==> config.mk <==
export PLATFORM = sky130hd
export DESIGN_NAME = scp_serial_port
export DESIGN_NICKNAME = d
export VERILOG_FILES = /design/src/rtl/scp_pkg.sv /design/src/rtl/scp_serial_port.sv
export SDC_FILE = /design/constraint.sdc
export NUM_CORES = 1
export LEC_CHECK = 0
export BUFFER_PORTS_ARGS = -buffer_cell sky130_fd_sc_hd__buf_2
export CAP_MARGIN = 10
export CORE_MARGIN = 1
export CORE_UTILIZATION = 28
export CTS_CLUSTER_DIAMETER = 80
export CTS_CLUSTER_SIZE = 24
export DETAILED_ROUTE_END_ITERATION = 6
export PLACE_DENSITY = 0.46
export REMOVE_ABC_BUFFERS = 1
export SETUP_SLACK_MARGIN = 0.15
export SKIP_LAST_GASP = 1
export SYNTH_ARGS = -nofsm -noshare
export SYNTH_HDL_FRONTEND = slang
export SYNTH_SLANG_ARGS = --single-unit
export TNS_END_PERCENT = 30
==> constraint.sdc <==
create_clock -name ref_clk_i -period 3.05 [get_ports ref_clk_i]
set_clock_uncertainty 0.2 [all_clocks]
set_input_delay 0 -clock ref_clk_i [delete_from_list [all_inputs] [get_ports ref_clk_i]]
set_output_delay 0 -clock ref_clk_i [all_outputs]
set_load 0.02 [all_outputs]
==> src/rtl/scp_pkg.sv <==
package scp_pkg;
    // Frame geometry: bytes of 8 bits, MSB first, any number per frame
    localparam int SCP_WORD_W = 8;
    localparam logic [2:0] SCP_BIT_LAST = 3'h7;
    localparam logic [2:0] SCP_BIT_RST = 3'h0;
    localparam logic [7:0] SCP_BYTE_RST = 8'h00;
    // Synchroniser reset levels match the idle level of each pin
    localparam logic [2:0] SCP_SYNC_LO = 3'h0;
    localparam logic [2:0] SCP_SYNC_HI = 3'h7;
    // Identity byte returned on the first byte; arbitrary value
    localparam logic [7:0] SCP_ID_BYTE = 8'h5A;
    // Link timing
    localparam int SCP_CLK_NS = 40;
    localparam int SCP_SYNC_LEN = 3;

    typedef enum logic [0:0] {
        SCP_IDLE = 1'b0,
        SCP_SHIFT = 1'b1
    } scp_state_t;

    typedef struct packed {
        logic sclk;
        logic cs_n;
        logic din;
        logic user_pin_one;
    } scp_pins_t;

    typedef struct packed {
        logic [7:0] data;
        logic valid;
    } scp_word_t;
endpackage

==> src/rtl/scp_serial_port.sv <==
`timescale 1ns/1ps
module scp_serial_port
    import scp_pkg::*;
(
    // Clock and reset
    input wire logic ref_clk_i,
    input wire logic rst_i,
    // Link pins
    input wire logic sclk_i,
    input wire logic cs_n_i,
    input wire logic din_i,
    output logic dout_o,
    output logic dout_oe_n_o,
    // Mode and user pin
    input wire logic pin_follow_mode_i,
    input wire logic user_pin_one_i,
    // Device side data
    input wire logic [7:0] tx_data_i,
    output logic [7:0] rx_data_o,
    output logic rx_valid_o
);

    ////////////////////////////////////////////////////////////////////////////
    // Three-stage synchronisers; only stages 2 and 3 are read
    wire scp_pins_t pins_in;
    assign pins_in = '{sclk: sclk_i, cs_n: cs_n_i, din: din_i, user_pin_one: user_pin_one_i};
    logic [2:0] sclk_s_r, cs_s_r, din_s_r, upin_s_r;
    logic sclk_q_r, cs_q_r, din_q_r, upin_q_r;

    // Select resets high so that leaving reset with select high never looks like a new frame
    always_ff @(posedge ref_clk_i or posedge rst_i) begin
        if (rst_i) begin
            sclk_s_r <= SCP_SYNC_LO;
            cs_s_r <= SCP_SYNC_HI;
            din_s_r <= SCP_SYNC_LO;
            upin_s_r <= SCP_SYNC_LO;
        end else begin
            sclk_s_r <= {sclk_s_r[1:0], pins_in.sclk};
            cs_s_r <= {cs_s_r[1:0], pins_in.cs_n};
            din_s_r <= {din_s_r[1:0], pins_in.din};
            upin_s_r <= {upin_s_r[1:0], pins_in.user_pin_one};
        end
    end

    // A level counts once stages 2 and 3 agree
    function automatic logic agreed(input logic [2:0] s, input logic held);
        return (s[2] == s[1]) ? s[2] : held;
    endfunction

    always_ff @(posedge ref_clk_i or posedge rst_i) begin
        if (rst_i) begin
            sclk_q_r <= 1'b0;
            cs_q_r <= 1'b1;
            din_q_r <= 1'b0;
            upin_q_r <= 1'b0;
        end else begin
            sclk_q_r <= agreed(sclk_s_r, sclk_q_r);
            cs_q_r <= agreed(cs_s_r, cs_q_r);
            din_q_r <= agreed(din_s_r, din_q_r);
            upin_q_r <= agreed(upin_s_r, upin_q_r);
        end
    end

    ////////////////////////////////////////////////////////////////////////////
    // Edge decode; sclk edges are only sampled at 25 MHz, so a host clock
    // much faster than a few MHz is not supported
    scp_state_t state_r, state_nxt;
    wire logic sclk_new = agreed(sclk_s_r, sclk_q_r);
    wire logic cs_new = agreed(cs_s_r, cs_q_r);
    wire logic in_frame = (state_r == SCP_SHIFT);
    // Incoming select must be low too, so an edge racing a select rise is dropped
    wire logic selected = in_frame & ~cs_new;
    wire logic sclk_rise = sclk_new & ~sclk_q_r & selected;
    wire logic sclk_fall = ~sclk_new & sclk_q_r & selected;
    wire logic cs_rise = cs_new & ~cs_q_r;
    wire logic cs_fall = ~cs_new & cs_q_r;
    wire logic din_now = agreed(din_s_r, din_q_r);

    ////////////////////////////////////////////////////////////////////////////
    // Shift engine
    logic [2:0] bit_r;
    logic [7:0] rx_sh_r, tx_sh_r;
    scp_word_t rx_word_r;
    logic dout_r, oe_n_r;

    wire logic last_bit = (bit_r == SCP_BIT_LAST);
    wire logic [7:0] rx_next = {rx_sh_r[6:0], din_now};
    // A select rise in the same cycle drops the byte
    wire logic byte_done = sclk_rise & last_bit & ~cs_rise;
    wire logic dout_nxt = pin_follow_mode_i ? upin_q_r : tx_sh_r[7];

    always_comb begin
        state_nxt = state_r;
        unique case (state_r)
            SCP_IDLE: if (cs_fall) state_nxt = SCP_SHIFT;
            SCP_SHIFT: if (cs_rise) state_nxt = SCP_IDLE;
        endcase
    end

    always_ff @(posedge ref_clk_i or posedge rst_i) begin
        if (rst_i) begin
            state_r <= SCP_IDLE;
            bit_r <= SCP_BIT_RST;
            rx_sh_r <= SCP_BYTE_RST;
        end else begin
            state_r <= state_nxt;
            if (cs_rise || cs_fall) begin
                bit_r <= SCP_BIT_RST;
                rx_sh_r <= SCP_BYTE_RST;
            end else if (sclk_rise) begin
                bit_r <= bit_r + 3'h1;
                rx_sh_r <= rx_next;
            end
        end
    end

    always_ff @(posedge ref_clk_i or posedge rst_i) begin
        if (rst_i) begin
            rx_word_r <= '{data: SCP_BYTE_RST, valid: 1'b0};
        end else begin
            rx_word_r.valid <= byte_done;
            if (byte_done) begin
                rx_word_r.data <= rx_next;
            end
        end
    end

    // Load the next byte on the sclk fall after a byte's last rise; first byte is the identity
    always_ff @(posedge ref_clk_i or posedge rst_i) begin
        if (rst_i) begin
            tx_sh_r <= SCP_ID_BYTE;
        end else if (cs_fall || cs_rise) begin
            tx_sh_r <= SCP_ID_BYTE;
        end else if (sclk_fall) begin
            tx_sh_r <= (bit_r == SCP_BIT_RST) ? tx_data_i : {tx_sh_r[6:0], 1'b0};
        end
    end

    // Output register; enable low while driving
    always_ff @(posedge ref_clk_i or posedge rst_i) begin
        if (rst_i) begin
            dout_r <= 1'b0;
            oe_n_r <= 1'b1;
        end else begin
            oe_n_r <= cs_new;
            dout_r <= dout_nxt;
        end
    end

    assign dout_o = dout_r;
    assign dout_oe_n_o = oe_n_r;
    assign rx_data_o = rx_word_r.data;
    assign rx_valid_o = rx_word_r.valid;
endmodule

==> results of run 1 <==
[layer usage]
layer	vias to the layer above	GRT usage (%)
met2	23	16.1
met1	553	12.1
met3	4	3.98
li1	549	-
met5	-	0
met4	0	2.82
[final timing paths]
path | to | depth (start not counted) | slack [ns] | start
setup / recovery | rx_data_o[0] | 4 | 0.57 | cs_q_r
hold / removal | sclk_s_r[0] | 2 | 0.14 | sclk_i
setup reg to reg | rx_data_o[0] | 4 | 0.57 | cs_q_r
hold reg to reg | sclk_s_r[1] | 0 | 0.15 | sclk_s_r[0]
max in group asynchronous | tx_sh_r[1] | 4 | 2.09 | rst_i
min in group asynchronous | din_s_r[0] | 4 | 0.17 | rst_i
[logic make-up after synthesis]
group | Yosys count
AOI/OAI and AO/OA | 16
DFF | 45
adders and majority gates | 9
muxes | 27
and+or+nand+nor | 21
buffers and inverters | 16
[state kept, by name, indices dropped and copies added (netlist names), 3 cells and up]
| signal | flops |
|---|---|
| tx_sh_r | 8 |
| rx_sh_r | 7 |
| din_s_r | 3 |
| cs_s_r | 3 |
| sclk_s_r | 3 |
| upin_s_r | 3 |
| bit_r | 3 |
| rx_data_o | 8 |
[metrics by stage]
| stage | hold slack [ns] | util (%) | area (µm²) |
|---|---|---|---|
| after global placement | -0.0914 | 32.4 | 2050 |
| final | 0.139 | 36.0 | 2270 |
| after CTS | 0.122 | 36.0 | 2270 |
| after detailed placement | -0.0936 | 32.4 | 2050 |
| after global routing | 0.134 | 36.0 | 2270 |
| after floorplan | -0.196 | - | 1810 |
[final cells by class]
cell class | count | area (µm²)
Multi-Input combinational cell | 73 | 633
Tap cell | 77 | 96.3
Sequential cell | 45 | 1140
Inverter | 11 | 41.3
Clock buffer | 7 | 76.3
Clock inverter | 1 | 7.51
Fill cell | 646 | 4040
Timing Repair Buffer | 41 | 280
[where the power goes]
group	leakage (nW)	internal (W)	switching (W)
combinational	0.521	0.0000539	0.0000701
clock	0.0385	0.000162	0.000191
sequential	0.570	0.000624	0.0000139
total	1.13	0.000840	0.000275
[repair_timing]
action	in CTS	in global routing
hold buffers	14	0
resized for setup	0	0
setup buffers	0	0
hold endpoints to repair	54	0
[cells in the final DEF (no fill, tap or decap), drive strengths merged]
master	Yosys	final
a21oi	1	1
clkinvlp	0	1
maj3	4	4
o21ba	3	3
nand2	13	13
nand4bb	1	1
nor2b	1	1
clkbuf	4	7
buf	1	27
a211oi	3	3
inv	11	10
nor4b	1	1
nand3	1	1
a31oi	4	4
clkinv	0	1
nor2	2	2
mux2	9	9
o21ai	1	1
nand4b	1	1
mux2i	18	18
o211a	4	4
dfrtp	37	37
ha	5	5
dlygate4sd3	0	14
or3	1	1
dfstp	8	8
==> metrics.yaml, run 1 <==
status: "complete, no violations"
cts_tree: "done"
final.period_utilization_pct: 81.2
synth.area.mux_share_pct: 15.4
drtPass1Iterations: 4
root_buffer: "clkbuf_8"
critPathLaunchType: "flop"
finalMaxSlewViolations: 0
vias: 1129
leakage_nw: 1.13
power.density_nw_per_um2: 491
grt_max_degree: 46
hold_viol: 0
setup_viol_count_final: 0
dp_cells: 233
drive_above_1_share_pct: 31.5
avgSynthCellArea_um2: 13.7
finalWorstSetupSlack_ns: 0.573
layoutNonFillerInstCount: 255
start_util_pct: 29.0
dp_hpwl_um: 2010
place_congestion: 0.718
die_x_um: 82.8
path_class: "reg -> reg"
synth_top_cell_by_area: "dfrtp_1"
drc_errors: 0
clk_latency_ns: 0.30
cts_buffers: 5
grtUsageTotal_pct: 9.90
tns_ns: 0
dr_wl_met2_um: 1450
ys.flop_type: "dfrtp_1"
synth-xor-area-share_pct: 0
io_pins: 26
worst_pin_slew_ns: 0.873
cap_violations: 0
synthCells: 134
yosysWarnings: 0
synth_fa_ha_area_share_pct: 5.68
grt_first_pass_wirelength_um: 5420
fp-row-count: 29
crit_chain: "maj3_2 -> ha_1 -> nor4b_4 -> mux2_2"
wl_per_cell_um: 12.1
clockBufferDepth: 2
cp-end-kind: "flop"
p_total_w: 0.00112
htreeDepth: 2
core_um2: 6310
crit_family: "adder cells"
nets: 197
required_ns: 3.04
rsz0062_at_grt: "false"
area_growth_pct: 24.1
async_flop_share_pct: 100
drt_wl_total_um: 3080
cp_max_fo: 15
m1WireLength_um: 1450
yosys-top-cells-count: "37 x dfrtp_1, 18 x mux2i_1, 13 x nand2_1"
synth_edf_count: 0
viasPerCell: 4.43
drtIter0Drc: 45
seq_area_frac_synth_pct: 62.1
slew_headroom_pct: 41.7
max_freq_mhz: 404
synth.area.top_cells: "dfrtp_1 51%, dfstp_2 11%, mux2i_1 9.8%"
arrival_ns: 2.46
numPortBuffers: 25
synth_top_family_by_area: "multiplexers"
clkTransAtPathRegs_ns: 0.08
antenna_found_initial: 0
ys_seq_elements: 45
finalCriticalPeriod_ns: 2.48
pre_cts_slack_ns: 0.551
synth.most_common_cell: "dfrtp_1"
synth-compound-area-share_pct: 6.98
vdd_drop_max_mv: 0.246
antenna_left: 0
ys_types: 25
die_y_um: 82.8
slowest_stage: "nor4b_4"
die-area_um2: 6860
dr_wl_met3_um: 146
highest_layer: "met4"
synth_area_um2: 1830
synth-simple-area-share_pct: 6.57
worst_path_largest_cell_delay_ns: 0.65
antenna_cells: 0
synth_top_area_share_pct: 50.6
hold_path.class: "in -> reg"
grt_pass1_vias: 1166
grt-ovfl-total: 0
cts.sinks: 45
cp.buffers_inverters: 0
No activity file was read; power rests on OpenSTA's default activity.
==> inputs of run 2 (changes only) <==
--- a/config.mk
+++ b/config.mk
@@ -5,6 +5,7 @@
 export SDC_FILE = /design/constraint.sdc
 export NUM_CORES = 1
 export LEC_CHECK = 0
+export ABC_AREA = 1
 export BUFFER_PORTS_ARGS = -buffer_cell sky130_fd_sc_hd__buf_2
 export CAP_MARGIN = 10
 export CORE_MARGIN = 1
@@ -12,7 +13,7 @@
 export CTS_CLUSTER_DIAMETER = 80
 export CTS_CLUSTER_SIZE = 24
 export DETAILED_ROUTE_END_ITERATION = 6
-export PLACE_DENSITY = 0.46
+export PLACE_DENSITY = 0.47
 export REMOVE_ABC_BUFFERS = 1
 export SETUP_SLACK_MARGIN = 0.15
 export SKIP_LAST_GASP = 1
==> constraint.sdc (replaced) <==
create_clock -name ref_clk_i -period 2.25 [get_ports ref_clk_i]
set_clock_uncertainty 0.2 [all_clocks]
set_input_delay 0 -clock ref_clk_i [delete_from_list [all_inputs] [get_ports ref_clk_i]]
set_output_delay 0 -clock ref_clk_i [all_outputs]
set_load 0.02 [all_outputs]
==> metrics.yaml, run 2 <==
status: "complete, no violations"
die_y_um: 85.8
viasPerCell: 4.26
die_x_um: 85.8
mostFrequentLayoutCell: "nand2_1"
synth.area.top_cells: "dfrtp_1 47%, nand2_1 12%, dfstp_2 11%"
area_growth_pct: 24.9
n_fill_cell: 710
finalCriticalPeriod_ns: 1.95
async_flop_share_pct: 100
drtIter0Drc: 83
clockBufferDepth: 2
drtPass1Iterations: 6
yosysWarnings: 0
hold_viol: 0
slowest_stage: "dfstp_2"
ys_types: 24
synth_top_cell_by_area: "dfrtp_1"
core_um2: 6790
seqCellArea_um2: 1140
antenna_cells: 0
clkTransAtPathRegs_ns: 0.08
holdPathStages: 2
cts_buffers: 5
nets: 263
avgSynthCellArea_um2: 9.79
max_freq_mhz: 514
synth_area_um2: 1970
required_ns: 2.24
seq_area_frac_synth_pct: 57.7
antenna_found_initial: 0
die-area_um2: 7370
crit_family: "flip-flops"
rsz0062_at_grt: "false"
synth_top_area_share_pct: 47.0
dp_hpwl_um: 2420
io_pins: 26
pre_cts_slack_ns: 0.269
root_buffer: "clkbuf_8"
startpoint: "cs_q_r"
place_congestion: 0.719
leakage_nw: 1.30
grtUsageTotal_pct: 12.2
clk_latency_ns: 0.29
grt_first_pass_wirelength_um: 7020
cap_violations: 0
hp-start: "din_i"
final_cell_mix: "61 x nand2_1, 37 x dfrtp_1, 25 x buf_2"
power.density_nw_per_um2: 720
cts.sinks: 45
grt_pass1_vias: 1487
final.period_utilization_pct: 86.5
drt_wl_total_um: 3910
drc_errors: 0
grt-ovfl-total: 0
hold_path.class: "in -> reg"
fp-row-count: 30
synth_edf_count: 0
numPortBuffers: 25
synthCells: 201
critPathLaunchType: "flop"
htreeDepth: 2
grt_max_degree: 46
cp.buffers_inverters: 3
yosys-top-cells-count: "61 x nand2_1, 37 x dfrtp_1, 24 x nand3_1"
setup_viol_count_final: 0
cp_max_fo: 19
antenna_left: 0
vias: 1449
finalWorstSetupSlack_ns: 0.304
worst_pin_slew_ns: 0.568
start_util_pct: 29.0
synth.most_common_cell: "nand2_1"
crit_cells: 8
arrival_ns: 1.93
crit_chain: "inv_1 -> nand2_1 -> nand2_4 -> inv_1 -> ha_2 -> buf_4 -> nand4_1 -> nand2_1"
slew_headroom_pct: 62.1
cts_tree: "done"
ys.flop_type: "dfrtp_1"
drive_above_1_share_pct: 25.4
finalMaxSlewViolations: 0
r2r-start: "cs_q_r"
worst_path_largest_cell_delay_ns: 0.55
reg2regPathDepth: 8
cp-end-kind: "flop"
tns_ns: 0
path_class: "reg -> reg"
wl_per_cell_um: 11.5
ys_seq_elements: 45
multi_input_area_um2: 716
vdd_drop_max_mv: 0.299
run 2: changes by cell type after synthesis, sizes merged, moves of 7 or more:
| cell | change |
|---|---|
| nand3 | +25 |
| buf | +7 |
| nand2 | +50 |
| o21ai | +7 |
| mux2 | -8 |
| mux2i | -18 |
| nand4 | +16 |
| inv | +9 |
run 2: final timing paths:
kind / to / slack [ns]
max reg2reg: tx_sh_r[0] / 0.30
min: din_s_r[0] / 0.14
min in group asynchronous: din_s_r[1] / 0.20
max: tx_sh_r[0] / 0.30
min reg2reg: upin_s_r[1] / 0.15
max in group asynchronous: tx_sh_r[6] / 1.27
run 2: layout make-up:
type | count | share of cell area [%]
Timing Repair Buffer | 43 | 12.0
Sequential cell | 45 | 46.2
Inverter | 20 | 3.05
Clock buffer | 7 | 3.51
Tap cell | 96 | 4.89
Multi-Input combinational cell | 128 | 29.1
Clock inverter | 1 | 1.22
run 2: where the power goes:
group	internal, W	total, W	switching (W)	leakage (nW)
combinational	0.0000858	0.000250	0.000164	0.674
sequential	0.000856	0.000893	0.0000375	0.570
clock	0.000362	0.000627	0.000265	0.0585
total	0.00130	0.00177	0.000467	1.30
run 2: repair_timing:
item,CTS,global route
endpoints found under the setup margin,0,10
gates resized for setup,0,2
hold endpoints to repair,50,0
hold buffers,14,0
buffers inserted,0,0
run 2: logic make-up (layout without fill, tap and decap cells):
| group | after synthesis | count (layout) | share of synthesized area (%) |
|---|---|---|---|
| buffers and inverters | 28 | 71 | 6.29 |
| AOI/OAI and AO/OA | 10 | 10 | 3.88 |
| adders and majority gates | 6 | 6 | 3.69 |
| muxes | 1 | 1 | 0.572 |
| DFF | 45 | 45 | 57.7 |
| and+or+nand+nor | 111 | 111 | 27.8 |
run 2: worst register-to-register path: cells and delay by family, from the launching register on:
kind	cells	cell delay, ns
adder cells (fa/ha/maj)	1	0.32
buffers and inverters	3	0.37
flip-flops	1	0.55
AND/OR/NAND/NOR	4	0.40
run 2: per-layer routing:
metal  GRT usage [%]  vias up  share of wire, %  wire length [µm]
li1                -      737                 -                 -
met1            16.1      681                48              1860
met2            19.1       24                48              1870
met3            2.89        7               3.0               119
met4            5.45        0               1.6                64
met5               0        -                 0                 0
run 2: metrics by stage:
step / utilization (%) / instances / area, µm² / hold WS, ns / total power [W]
final: 36.2 / 340 / 2460 / 0.142 / 0.00177
after global routing: 36.2 / 340 / 2460 / 0.138 / 0.00188
after CTS: 36.1 / 340 / 2450 / 0.125 / 0.00180
after detailed placement: 32.3 / 318 / 2190 / -0.0897 / 0.00114
after global placement: 32.3 / 318 / 2190 / -0.0911 / 0.00114
after floorplan: - / 193 / 1920 / -0.196 / 0.00105
